===== config.mk =====
export PLATFORM = sky130hd
export DESIGN_NAME = eis_event_flags
export DESIGN_NICKNAME = d
export VERILOG_FILES = /design/src/eis_pkg.sv /design/src/eis_event_flags.sv
export SDC_FILE = /design/constraint.sdc
export NUM_CORES = 1
export LEC_CHECK = 0
export BUFFER_PORTS_ARGS = -buffer_cell sky130_fd_sc_hd__buf_2
export CAP_MARGIN = 20
export CELL_PAD_IN_SITES_DETAIL_PLACEMENT = 0
export CELL_PAD_IN_SITES_GLOBAL_PLACEMENT = 1
export CORE_UTILIZATION = 28
export CTS_BUF_LIST = sky130_fd_sc_hd__clkbuf_4
export DETAILED_ROUTE_END_ITERATION = 12
export HOLD_SLACK_MARGIN = 0.08
export MAX_ROUTING_LAYER = met4
export PLACE_DENSITY = 0.79
export SLEW_MARGIN = 10
export SYNTH_ARGS = -nofsm -noshare
export SYNTH_HDL_FRONTEND = slang
export SYNTH_SLANG_ARGS = --single-unit

===== constraint.sdc =====
create_clock -name mclk_in -period 1.4 [get_ports mclk_in]
set_clock_uncertainty 0.1 [all_clocks]
set_input_delay 0.28 -clock mclk_in [delete_from_list [all_inputs] [get_ports mclk_in]]
set_output_delay 0.28 -clock mclk_in [all_outputs]
set_load 0.02 [all_outputs]

===== src/eis_pkg.sv =====
// Purpose: Constants for the Ethernet event flag register block.
// Assumes: APB slave with 32-bit data and byte addresses.
// Notes: Bit positions follow the event flag register layout.
package eis_pkg;

  // ==========================================================================
  // Register offsets.
  // ==========================================================================
  localparam logic [7:0] EIS_OFS_EVENT_FLAG = 8'h58;
  localparam logic [7:0] EIS_OFS_EVENT_SRC = 8'h70;
  localparam logic [7:0] EIS_OFS_BYTE_TEST = 8'h64;
  localparam logic [7:0] EIS_OFS_CONTROL = 8'h74;

  // ==========================================================================
  // Field positions in the event flag register.
  // ==========================================================================
  localparam int EIS_BIT_SW = 31;
  localparam int EIS_BIT_TX_HALT = 25;
  localparam int EIS_BIT_RX_HALT = 24;
  localparam int EIS_BIT_DROP_MID = 23;
  localparam int EIS_BIT_BUF_DONE = 21;
  localparam int EIS_BIT_RX_XFER = 20;
  localparam int EIS_BIT_TIMER = 19;
  localparam int EIS_BIT_PHY = 18;
  localparam int EIS_BIT_POWER = 17;
  localparam int EIS_BIT_TXS_OVF = 16;
  localparam int EIS_BIT_RX_WDOG = 15;
  localparam int EIS_BIT_RX_ERR = 14;
  localparam int EIS_BIT_TX_ERR = 13;
  localparam int EIS_BIT_TXD_UNDER = 11;
  localparam int EIS_BIT_TXD_OVER = 10;
  localparam int EIS_BIT_TXD_AVAIL = 9;
  localparam int EIS_BIT_TXS_FULL = 8;
  localparam int EIS_BIT_TXS_LEVEL = 7;
  localparam int EIS_BIT_RX_DROP = 6;
  localparam int EIS_BIT_RXD_LEVEL = 5;
  localparam int EIS_BIT_RXS_FULL = 4;
  localparam int EIS_BIT_RXS_LEVEL = 3;
  localparam int EIS_BIT_PIN_HI = 2;

  // Control register fields.
  localparam int EIS_CTL_SW_EN = 0;
  localparam int EIS_CTL_SLEEP = 1;

  // Writable sticky flag positions (bit 18 and reserved bits excluded).
  localparam logic [31:0] EIS_STICKY_MASK = 32'h83BB_EFFF;
  localparam logic [31:0] EIS_FLAG_RESET = 32'h0000_0000;

  // Drop counter values around its midpoint, timer values at its wrap, and the byte test word.
  localparam logic [31:0] EIS_DROP_BEFORE = 32'h7FFF_FFFF;
  localparam logic [31:0] EIS_DROP_AFTER = 32'h8000_0000;
  localparam logic [15:0] EIS_TIMER_ZERO = 16'h0000;
  localparam logic [15:0] EIS_TIMER_WRAP = 16'hFFFF;
  localparam logic [31:0] EIS_BYTE_TEST_VAL = 32'h8765_4321;

  // Receive watchdog length limit in bytes.
  localparam logic [15:0] EIS_RX_LEN_LIMIT = 16'h0800;

  // Power state machine, one-hot.
  typedef enum logic [1:0] {
    EIS_PWR_AWAKE = 2'b01,
    EIS_PWR_SLEEP = 2'b10
  } eis_pwr_t;

endpackage : eis_pkg


===== src/eis_event_flags.sv =====
// Purpose: Sticky event flag register of a 10/100 Ethernet controller, on APB.
// Assumes: Event inputs come from logic on mclk_in; pin events pass a synchroniser.
// Notes: Flags are sticky; each rule below names the bit that it governs, except R1.
// Contract
// Host write of one clears a flag; zero leaves it; register at 58h.
// Software flag bit 31 sets while software enable is high; write one clears.
// Bit 25 sets when stop was requested and transmitter has halted.
// Bit 24 sets when the receive engine halts.
// Bit 23 sets when drop counter goes 7FFFFFFFh to 80000000h.
// Bit 21 sets when a completion-marked buffer is fully loaded.
// Bit 20 sets when the programmed receive transfer count has moved out.
// Bit 19 sets when the timer wraps from zero to FFFFh.
// Bit 18 is read-only, mirrors the transceiver event, writes ignored.
// Bit 17 sets on power event even with wake pin disabled; write clears.
// Power events never wake the device; only a byte test write does.
// Hold-off interval never gates the power event flag.
// Bit 16 sets on transmit status FIFO overflow.
// Bit 15 sets on a received packet longer than 2048 bytes.
// Bit 14 on receiver error, bit 13 on transmitter error.
// Bit 11 sets on transmit data FIFO underrun.
// Bit 10 sets on a write to a full transmit data FIFO.
// Bit 9 sets when transmit free space exceeds its threshold.
// Bit 8 on transmit status full, bit 4 on receive status full.
// Bits 7, 5, 3 set when their FIFOs reach programmed levels.
// Bit 6 sets each time a receive frame is dropped.
// Bits 2..0 latch pin events; write one clears; reset 000.
// Flags record events regardless of any enable mask.
// An event in the same cycle as a clear keeps the flag set.
`timescale 1ns/1ps
`default_nettype none

module eis_event_flags (
  // Clock, reset and clock enable.
  input wire logic mclk_in,
  input wire logic reset_n_in,
  input wire logic clk_en_in,
  // APB slave.
  input wire logic psel_in,
  input wire logic penable_in,
  input wire logic pwrite_in,
  input wire logic [7:0] paddr_in,
  input wire logic [31:0] pwdata_in,
  output logic [31:0] prdata_out,
  output logic pready_out,
  output logic pslverr_out,
  // Event sources, one-cycle pulses or levels from core logic.
  input wire logic tx_stop_req_in,
  input wire logic tx_halted_in,
  input wire logic rx_halted_in,
  input wire logic drop_count_inc_in,
  input wire logic [31:0] drop_count_in,
  input wire logic buffer_loaded_in,
  input wire logic completion_marker_in,
  input wire logic rx_xfer_done_in,
  input wire logic timer_dec_in,
  input wire logic [15:0] timer_value_in,
  input wire logic transceiver_event_in,
  input wire logic power_event_in,
  input wire logic tx_status_overflow_in,
  input wire logic rx_frame_end_in,
  input wire logic [15:0] rx_frame_len_in,
  input wire logic rx_error_in,
  input wire logic tx_error_in,
  input wire logic tx_data_underrun_in,
  input wire logic tx_fifo_write_in,
  input wire logic tx_data_full_in,
  input wire logic tx_space_above_in,
  input wire logic tx_status_full_in,
  input wire logic tx_status_level_in,
  input wire logic frame_dropped_in,
  input wire logic rx_data_level_in,
  input wire logic rx_status_full_in,
  input wire logic rx_status_level_in,
  input wire logic [eis_pkg::EIS_BIT_PIN_HI:0] pin_event_in,
  // Status outputs.
  output logic [31:0] event_flags_out,
  output logic asleep_out
);
  import eis_pkg::*;

  // ==========================================================================
  // Pin event synchroniser.
  // ==========================================================================
  logic [EIS_BIT_PIN_HI:0] pin_meta_reg;
  logic [EIS_BIT_PIN_HI:0] pin_sync_reg;
  logic [EIS_BIT_PIN_HI:0] pin_prev_reg;

  // Two stages then an edge memory; only the second stage feeds the detector.
  always_ff @(posedge mclk_in or negedge reset_n_in) begin
    if (!reset_n_in) begin
      pin_meta_reg <= '0;
      pin_sync_reg <= '0;
      pin_prev_reg <= '0;
    end else if (clk_en_in) begin
      pin_meta_reg <= pin_event_in;
      pin_sync_reg <= pin_meta_reg;
      pin_prev_reg <= pin_sync_reg;
    end
  end

  // ==========================================================================
  // APB decode.
  // ==========================================================================
  logic apb_access;
  logic apb_wr;
  logic apb_rd;
  logic addr_hit;

  // Every access completes in its first access cycle; unmapped gives an error.
  always_comb begin
    apb_access = psel_in && penable_in && clk_en_in;
    apb_wr = apb_access && pwrite_in;
    apb_rd = apb_access && !pwrite_in;
    addr_hit = (paddr_in == EIS_OFS_EVENT_FLAG) || (paddr_in == EIS_OFS_BYTE_TEST) ||
               (paddr_in == EIS_OFS_CONTROL) || (paddr_in == EIS_OFS_EVENT_SRC);
    pready_out = 1'b1;
    pslverr_out = psel_in && penable_in && !addr_hit;
  end

  // ==========================================================================
  // Event set vector.
  // ==========================================================================
  logic [31:0] flag_reg;
  logic [31:0] flag_next;
  logic [31:0] set_vec;
  logic [31:0] clr_vec;
  logic [1:0] ctrl_reg;
  logic [1:0] ctrl_next;

  // Events are gathered with no mask at all, so status always records them.
  always_comb begin
    set_vec = '0;
    set_vec[EIS_BIT_SW] = ctrl_reg[EIS_CTL_SW_EN]; // see
    set_vec[EIS_BIT_TX_HALT] = tx_stop_req_in && tx_halted_in;
    set_vec[EIS_BIT_RX_HALT] = rx_halted_in;
    set_vec[EIS_BIT_DROP_MID] = drop_count_inc_in &&
                                (drop_count_in == EIS_DROP_BEFORE);
    set_vec[EIS_BIT_BUF_DONE] = buffer_loaded_in && completion_marker_in;
    set_vec[EIS_BIT_RX_XFER] = rx_xfer_done_in;
    set_vec[EIS_BIT_TIMER] = timer_dec_in && (timer_value_in == EIS_TIMER_ZERO);
    // The power flag takes the raw event, untouched by any hold-off timing.
    set_vec[EIS_BIT_POWER] = power_event_in; // see
    set_vec[EIS_BIT_TXS_OVF] = tx_status_overflow_in;
    set_vec[EIS_BIT_RX_WDOG] = rx_frame_end_in &&
                               (rx_frame_len_in > EIS_RX_LEN_LIMIT);
    set_vec[EIS_BIT_RX_ERR] = rx_error_in;
    set_vec[EIS_BIT_TX_ERR] = tx_error_in;
    set_vec[EIS_BIT_TXD_UNDER] = tx_data_underrun_in;
    set_vec[EIS_BIT_TXD_OVER] = tx_fifo_write_in && tx_data_full_in;
    set_vec[EIS_BIT_TXD_AVAIL] = tx_space_above_in;
    set_vec[EIS_BIT_TXS_FULL] = tx_status_full_in;
    set_vec[EIS_BIT_RXS_FULL] = rx_status_full_in;
    set_vec[EIS_BIT_TXS_LEVEL] = tx_status_level_in;
    set_vec[EIS_BIT_RXD_LEVEL] = rx_data_level_in;
    set_vec[EIS_BIT_RXS_LEVEL] = rx_status_level_in;
    set_vec[EIS_BIT_RX_DROP] = frame_dropped_in;
    // Rising edge of each synchronised pin event.
    set_vec[EIS_BIT_PIN_HI:0] = pin_sync_reg & ~pin_prev_reg;
  end

  // ==========================================================================
  // Sticky flags.
  // ==========================================================================
  // Clears only touch writable sticky positions; set beats clear.
  always_comb begin
    clr_vec = '0;
    if (apb_wr && paddr_in == EIS_OFS_EVENT_FLAG) begin
      clr_vec = pwdata_in & EIS_STICKY_MASK;
    end
    flag_next = ((flag_reg & ~clr_vec) | set_vec) & EIS_STICKY_MASK;
  end

  always_ff @(posedge mclk_in or negedge reset_n_in) begin
    if (!reset_n_in) begin
      flag_reg <= EIS_FLAG_RESET;
    end else if (clk_en_in) begin
      flag_reg <= flag_next;
    end
  end

  // ==========================================================================
  // Control register and power state.
  // ==========================================================================
  eis_pwr_t pwr_reg;
  eis_pwr_t pwr_next;

  // Only a byte test write leaves sleep; power events are deliberately ignored.
  always_comb begin
    ctrl_next = ctrl_reg;
    pwr_next = pwr_reg;
    if (apb_wr && paddr_in == EIS_OFS_CONTROL) begin
      ctrl_next = pwdata_in[1:0];
    end
    case (pwr_reg)
      EIS_PWR_AWAKE: begin
        if (ctrl_next[EIS_CTL_SLEEP]) begin
          pwr_next = EIS_PWR_SLEEP;
        end
      end
      EIS_PWR_SLEEP: begin
        if (apb_wr && paddr_in == EIS_OFS_BYTE_TEST) begin
          pwr_next = EIS_PWR_AWAKE;
          ctrl_next[EIS_CTL_SLEEP] = 1'b0;
        end
      end
      default: begin
        pwr_next = EIS_PWR_AWAKE;
      end
    endcase
  end

  always_ff @(posedge mclk_in or negedge reset_n_in) begin
    if (!reset_n_in) begin
      ctrl_reg <= 2'b00;
      pwr_reg <= EIS_PWR_AWAKE;
    end else if (clk_en_in) begin
      ctrl_reg <= ctrl_next;
      pwr_reg <= pwr_next;
    end
  end

  // ==========================================================================
  // Read data.
  // ==========================================================================
  logic [31:0] rd_reg;
  logic [31:0] rd_next;
  logic [31:0] view_flags;

  // Bit 18 is a live mirror and has no storage, so a write cannot clear it.
  always_comb begin
    view_flags = flag_reg;
    view_flags[EIS_BIT_PHY] = transceiver_event_in;
    rd_next = rd_reg;
    if (psel_in && !penable_in && !pwrite_in) begin
      case (paddr_in)
        EIS_OFS_EVENT_FLAG: rd_next = view_flags;
        EIS_OFS_BYTE_TEST: rd_next = EIS_BYTE_TEST_VAL;
        EIS_OFS_CONTROL: rd_next = {30'h0000_0000, ctrl_reg};
        EIS_OFS_EVENT_SRC: rd_next = set_vec;
        default: rd_next = 32'h0000_0000;
      endcase
    end
  end

  // Data is captured in the setup cycle so it stands for the access cycle.
  always_ff @(posedge mclk_in or negedge reset_n_in) begin
    if (!reset_n_in) begin
      rd_reg <= 32'h0000_0000;
    end else if (clk_en_in) begin
      rd_reg <= rd_next;
    end
  end

  // Flag output is registered apart from the live transceiver bit.
  always_comb begin
    prdata_out = rd_reg;
    event_flags_out = view_flags;
    asleep_out = (pwr_reg == EIS_PWR_SLEEP);
  end

  // ==========================================================================
  // Checks.
  // ==========================================================================
  wrclr_keeps_zero_a: assert property (@(posedge mclk_in) disable iff (!reset_n_in)
    (clk_en_in && apb_wr && paddr_in == EIS_OFS_EVENT_FLAG && flag_reg[EIS_BIT_RX_ERR]
     && !pwdata_in[EIS_BIT_RX_ERR]) |=> flag_reg[EIS_BIT_RX_ERR])
    else $error("Writing zero cleared a flag.");

  sw_flag_set_a: assert property (@(posedge mclk_in) disable iff (!reset_n_in)
    (clk_en_in && ctrl_reg[EIS_CTL_SW_EN]) |=> flag_reg[EIS_BIT_SW])
    else $error("Software flag not set while enabled.");

  drop_mid_a: assert property (@(posedge mclk_in) disable iff (!reset_n_in)
    (clk_en_in && drop_count_inc_in && drop_count_in == EIS_DROP_BEFORE)
    |=> flag_reg[EIS_BIT_DROP_MID])
    else $error("Drop midpoint flag missed.");

  timer_wrap_a: assert property (@(posedge mclk_in) disable iff (!reset_n_in)
    (clk_en_in && timer_dec_in && timer_value_in == EIS_TIMER_ZERO)
    |=> flag_reg[EIS_BIT_TIMER])
    else $error("Timer wrap flag missed.");

  phy_mirror_a: assert property (@(posedge mclk_in) disable iff (!reset_n_in)
    event_flags_out[EIS_BIT_PHY] == transceiver_event_in && !flag_reg[EIS_BIT_PHY])
    else $error("Transceiver bit is not a live mirror.");

  power_set_a: assert property (@(posedge mclk_in) disable iff (!reset_n_in)
    (clk_en_in && power_event_in) |=> flag_reg[EIS_BIT_POWER])
    else $error("Power event flag missed.");

  sleep_hold_a: assert property (@(posedge mclk_in) disable iff (!reset_n_in)
    (asleep_out && !(apb_wr && paddr_in == EIS_OFS_BYTE_TEST)) |=> asleep_out)
    else $error("Device woke without a byte test write.");

  wdog_len_a: assert property (@(posedge mclk_in) disable iff (!reset_n_in)
    (clk_en_in && rx_frame_end_in && rx_frame_len_in > EIS_RX_LEN_LIMIT)
    |=> flag_reg[EIS_BIT_RX_WDOG])
    else $error("Watchdog flag missed on long frame.");

  pin_edge_a: assert property (@(posedge mclk_in) disable iff (!reset_n_in)
    (clk_en_in && $rose(pin_sync_reg[0])) |=> flag_reg[0])
    else $error("Pin event flag missed.");

  set_wins_a: assert property (@(posedge mclk_in) disable iff (!reset_n_in)
    (clk_en_in && apb_wr && paddr_in == EIS_OFS_EVENT_FLAG && rx_error_in)
    |=> flag_reg[EIS_BIT_RX_ERR])
    else $error("Event lost to a same-cycle clear.");

  tx_halt_a: assert property (@(posedge mclk_in) disable iff (!reset_n_in)
    (clk_en_in && tx_stop_req_in && tx_halted_in) |=> flag_reg[EIS_BIT_TX_HALT])
    else $error("Transmit halt flag missed.");

  rx_halt_a: assert property (@(posedge mclk_in) disable iff (!reset_n_in)
    (clk_en_in && rx_halted_in) |=> flag_reg[EIS_BIT_RX_HALT])
    else $error("Receive halt flag missed.");

  buf_done_a: assert property (@(posedge mclk_in) disable iff (!reset_n_in)
    (clk_en_in && buffer_loaded_in && completion_marker_in) |=> flag_reg[EIS_BIT_BUF_DONE])
    else $error("Buffer completion flag missed.");

  rx_xfer_a: assert property (@(posedge mclk_in) disable iff (!reset_n_in)
    (clk_en_in && rx_xfer_done_in) |=> flag_reg[EIS_BIT_RX_XFER])
    else $error("Receive transfer flag missed.");

  txs_ovf_a: assert property (@(posedge mclk_in) disable iff (!reset_n_in)
    (clk_en_in && tx_status_overflow_in) |=> flag_reg[EIS_BIT_TXS_OVF])
    else $error("Status overflow flag missed.");

  rx_err_a: assert property (@(posedge mclk_in) disable iff (!reset_n_in)
    (clk_en_in && rx_error_in) |=> flag_reg[EIS_BIT_RX_ERR])
    else $error("Receiver error flag missed.");

  tx_err_a: assert property (@(posedge mclk_in) disable iff (!reset_n_in)
    (clk_en_in && tx_error_in) |=> flag_reg[EIS_BIT_TX_ERR])
    else $error("Transmitter error flag missed.");

  txd_under_a: assert property (@(posedge mclk_in) disable iff (!reset_n_in)
    (clk_en_in && tx_data_underrun_in) |=> flag_reg[EIS_BIT_TXD_UNDER])
    else $error("Underrun flag missed.");

  txd_over_a: assert property (@(posedge mclk_in) disable iff (!reset_n_in)
    (clk_en_in && tx_fifo_write_in && tx_data_full_in) |=> flag_reg[EIS_BIT_TXD_OVER])
    else $error("Overrun flag missed.");

  txd_avail_a: assert property (@(posedge mclk_in) disable iff (!reset_n_in)
    (clk_en_in && tx_space_above_in) |=> flag_reg[EIS_BIT_TXD_AVAIL])
    else $error("Space available flag missed.");

  txs_full_a: assert property (@(posedge mclk_in) disable iff (!reset_n_in)
    (clk_en_in && tx_status_full_in) |=> flag_reg[EIS_BIT_TXS_FULL])
    else $error("Transmit status full flag missed.");

  rxs_full_a: assert property (@(posedge mclk_in) disable iff (!reset_n_in)
    (clk_en_in && rx_status_full_in) |=> flag_reg[EIS_BIT_RXS_FULL])
    else $error("Receive status full flag missed.");

  txs_level_a: assert property (@(posedge mclk_in) disable iff (!reset_n_in)
    (clk_en_in && tx_status_level_in) |=> flag_reg[EIS_BIT_TXS_LEVEL])
    else $error("Transmit status level flag missed.");

  rx_drop_a: assert property (@(posedge mclk_in) disable iff (!reset_n_in)
    (clk_en_in && frame_dropped_in) |=> flag_reg[EIS_BIT_RX_DROP])
    else $error("Dropped frame flag missed.");

  read_keeps_a: assert property (@(posedge mclk_in) disable iff (!reset_n_in)
    (apb_rd && flag_reg[EIS_BIT_RX_ERR]) |=> flag_reg[EIS_BIT_RX_ERR])
    else $error("A read cleared a flag.");

  enable_freeze_a: assert property (@(posedge mclk_in) disable iff (!reset_n_in)
    !clk_en_in |=> $stable(flag_reg) && $stable(ctrl_reg) && $stable(pwr_reg))
    else $error("State moved while the clock enable was low.");

endmodule : eis_event_flags

`default_nettype wire


==> impl_results.md <==
* Outcome: complete, but fails checks
* Violated checks: negative setup slack
* Core ar. at 0.01094 mm^2
* DP Worst Slack at -0.4088 ns
* FF-to-FF End: prdata_out[0]
* Count of final hold-check violations at 0
* Cell taking the most area after synthesis: dfrtp_1
* Initial antenna violation count at 0
* Share of cells above drive strength 1 at 48.14%
* CTS H-tree lvls at 3
* Finished Core Util at 49.65%
* CP Data Required Time at 1.02 ns
* Hpwl dp at 7.844 mm
* Starting density of the core at 29.11%
* Hold Path Cell Cnt at 3
* Initial DRC count at 189
* Max Slew Vio Count at 0
* EDFF count, synth at 0
* Total power at 3.877 mW
* Mapped Cells at 309
* Flop2flop setup slack at 0.10 ns
* Finished Layout Cells at 732
* Die width at 108.6 um
* I/O Buffers at 182
* Clk pwr share at 26.1%
* CP Launch Type: input pin
* Comb pwr share at 23.3%
* Synth Warn # at 0
* DR WL/cell at 15.32 um
* Setup TNS at -0.5277 ns
* Commonest non-fill, non-tap cell in the layout: buf_2
* Async S/R FF share, synth at 100.0%
* Vias in the first global route at 3516
* CTS Root Cell: clkbuf_4
* Max reg flops at 26
* Max Cap Viol at 0
* Commonest cells after routing, fill and taps aside: 167 x buf_2, 62 x dfrtp_1, 52 x nand2_1, 49 x dlygate4sd3_1, 43 x buf_4
* GPL Wtd Cong at 0.8376
* Post-route DRC violation count at 0
* Nets at 724
* First-pass GRT wire length at 16.79 mm
* Num Clock Sinks at 63
* DIE HEIGHT at 108.6 um
* Post-DP Area at 0.004486 mm^2
* DRT Pass-1 Iters at 5
* R2R cell count at 3
* Sequential share of power at 50.6%
* Num CTS Buffers at 9
* Total congestion overflow at 0
* Final ANT Viol Nets at 0
* Clock-pin transition on the worst setup and hold timing paths at 0.11 ns
* Crit path DAT at 1.14 ns
* Fin worst setup slack at -0.1225 ns
* Largest cells by area after synthesis: dfrtp_1 49%, nand2_1 6.1%, a22o_1 5.0%, a22oi_1 3.8%, buf_4 3.5%
* Int Pwr at 2.746 mW
* Netlist Area Pre-Place at 0.003183 mm^2
* Finished layout cell area at 0.005429 mm^2
* Switch Pwr at 1.132 mW
* Hold EP: prdata_out[18]
* Tcrit/Tclk final at 108.7%
* Hold Path Class: in2reg
* Area delta synth->final at 70.56%
* Mean Syn Cell Area at 10.30 um^2
* Pin count of the biggest net entering global routing at 33
* Floorplan row count at 38
* Crit path capture type: output port
* Reg2reg start: ctrl_reg[0]
* Hold slack at 0.1304 ns
* Peak supply drop at 0.3686 mV
* Die area at 0.01180 mm^2
* TritonCTS clock tree: yes
* Post-layout minimum cycle time at 1.522 ns
* #FFs+latches synth at 63
* RSZ-0062 raised after global routing: yes
* Final setup violation count at 8
* Ys flop type: dfrtp_1
* IO Pins at 204
* Max Clock Freq at 656.8 MHz
* Power Dens Cells at 714.2 mW/mm^2
* Clock buffer depth at 2
* Setup CP Type: in2out
* Routed wire length at 11.21 mm
* LEAKAGE at 2.584 nW
* Fill cells at 1054
* HP Start: transceiver_event_in
* Vias per cell at 4.749
* DP Cell Count at 646
* Ant. Diodes at 0
* Total track usage at 19.01%
* Synth cell types at 55
* Critical path fanouts, max at 2
* Share of the synthesized area in the top cell type at 48.74%
* Switching Share at 29.19%
* Sequential cell area fraction in the yosys report at 49.57%
* Vias at 3476
* Clock latency on the worst-skew pair at 0.40 ns
[kinds of logic (layout without fill, tap and decap cells)]
| kind of cell | count (synthesis) | in the layout | synth area share, % |
|---|---|---|---|
| muxes | 10 | 10 | 3.499 |
| other | 2 | 13 | 0.2359 |
| buffers and inverters | 35 | 307 | 6.879 |
| DFF | 63 | 63 | 49.57 |
| AOI/OAI and AO/OA | 85 | 85 | 20.87 |
| and+or+nand+nor | 114 | 114 | 18.95 |
[synthesized netlist by cell type, types with 2 or more instances]
cell,instances
buf_6,2
conb_1,2
nor2b_1,4
a21o_1,3
a32o_1,4
a32oi_1,3
nor3_1,3
nand2_1,52
a22oi_1,16
o22a_1,8
a2bb2oi_1,2
o31ai_1,3
nand4_1,10
o21ai_0,11
nand3_1,6
mux2_2,9
clkbuf_1,7
buf_2,3
inv_1,4
buf_4,15
buf_1,2
a22o_1,18
nor2_1,14
nor4_1,6
a21oi_1,2
and3_1,2
and4bb_2,2
o21ai_1,6
dfrtp_1,62
nand2b_1,2
o2bb2ai_1,2
[power groups by stage]
| stage | sequential (mW) | clock, mW | combinational (mW) |
|---|---|---|---|
| floorplan | 2.07 | 0 | 0.295 |
| CTS | 1.96 | 1.05 | 0.891 |
| global route | 1.98 | 1.13 | 0.975 |
| global placement | 2.00 | 0 | 0.753 |
| detailed placement | 2.00 | 0 | 0.766 |
| finish | 1.96 | 1.01 | 0.902 |
[how the worst max path moves through the flow]
stage	from	endpoint	slack (ns)	cells after the start
final	paddr_in[1]	pslverr_out	-0.12	5
after global routing	pwr_reg[0]	asleep_out	-0.15	2
after CTS	pwr_reg[0]	asleep_out	-0.13	2
after detailed placement	paddr_in[0]	pwr_reg[1]	-0.41	6
after global placement	paddr_in[0]	pwr_reg[0]	-0.34	6
after floorplan	paddr_in[0]	flag_reg[21]	-0.21	6
[layout make-up]
type,instances,area (um^2),area share (%)
repair buffers,287,2047,37.70
inverters,4,15.01,0.2766
clock inverters,6,27.53,0.5070
flip-flops and latches,63,1578,29.06
clock buffers,10,75.07,1.383
well taps,140,175.2,3.227
multi-input cells,222,1511,27.84
[repair_timing]
item,4_1_cts,5_1_grt
hold endpoints to repair,95,0
buffers inserted,11,11
pin swaps,4,8
gates resized for setup,20,33
cloned,0,1
hold buffers,49,0
endpoints found under the setup margin,5,42
[critical path, cell delays in order]
cell and delay (ns):
buf_8 0.10, nor4b_4 0.36, o21ai_2 0.11, and3_4 0.16, buf_6 0.12
[routing by layer]
metal  GRT usage [%]  share of wire (%)  vias up
met2           31.15                 49      111
met1           23.42                 44     1658
met3           3.347                4.6       15
met4           7.143                1.6        0
met5               -                  0        -
li1                -                  -     1692
No activity file was read; power rests on OpenSTA's default activity.
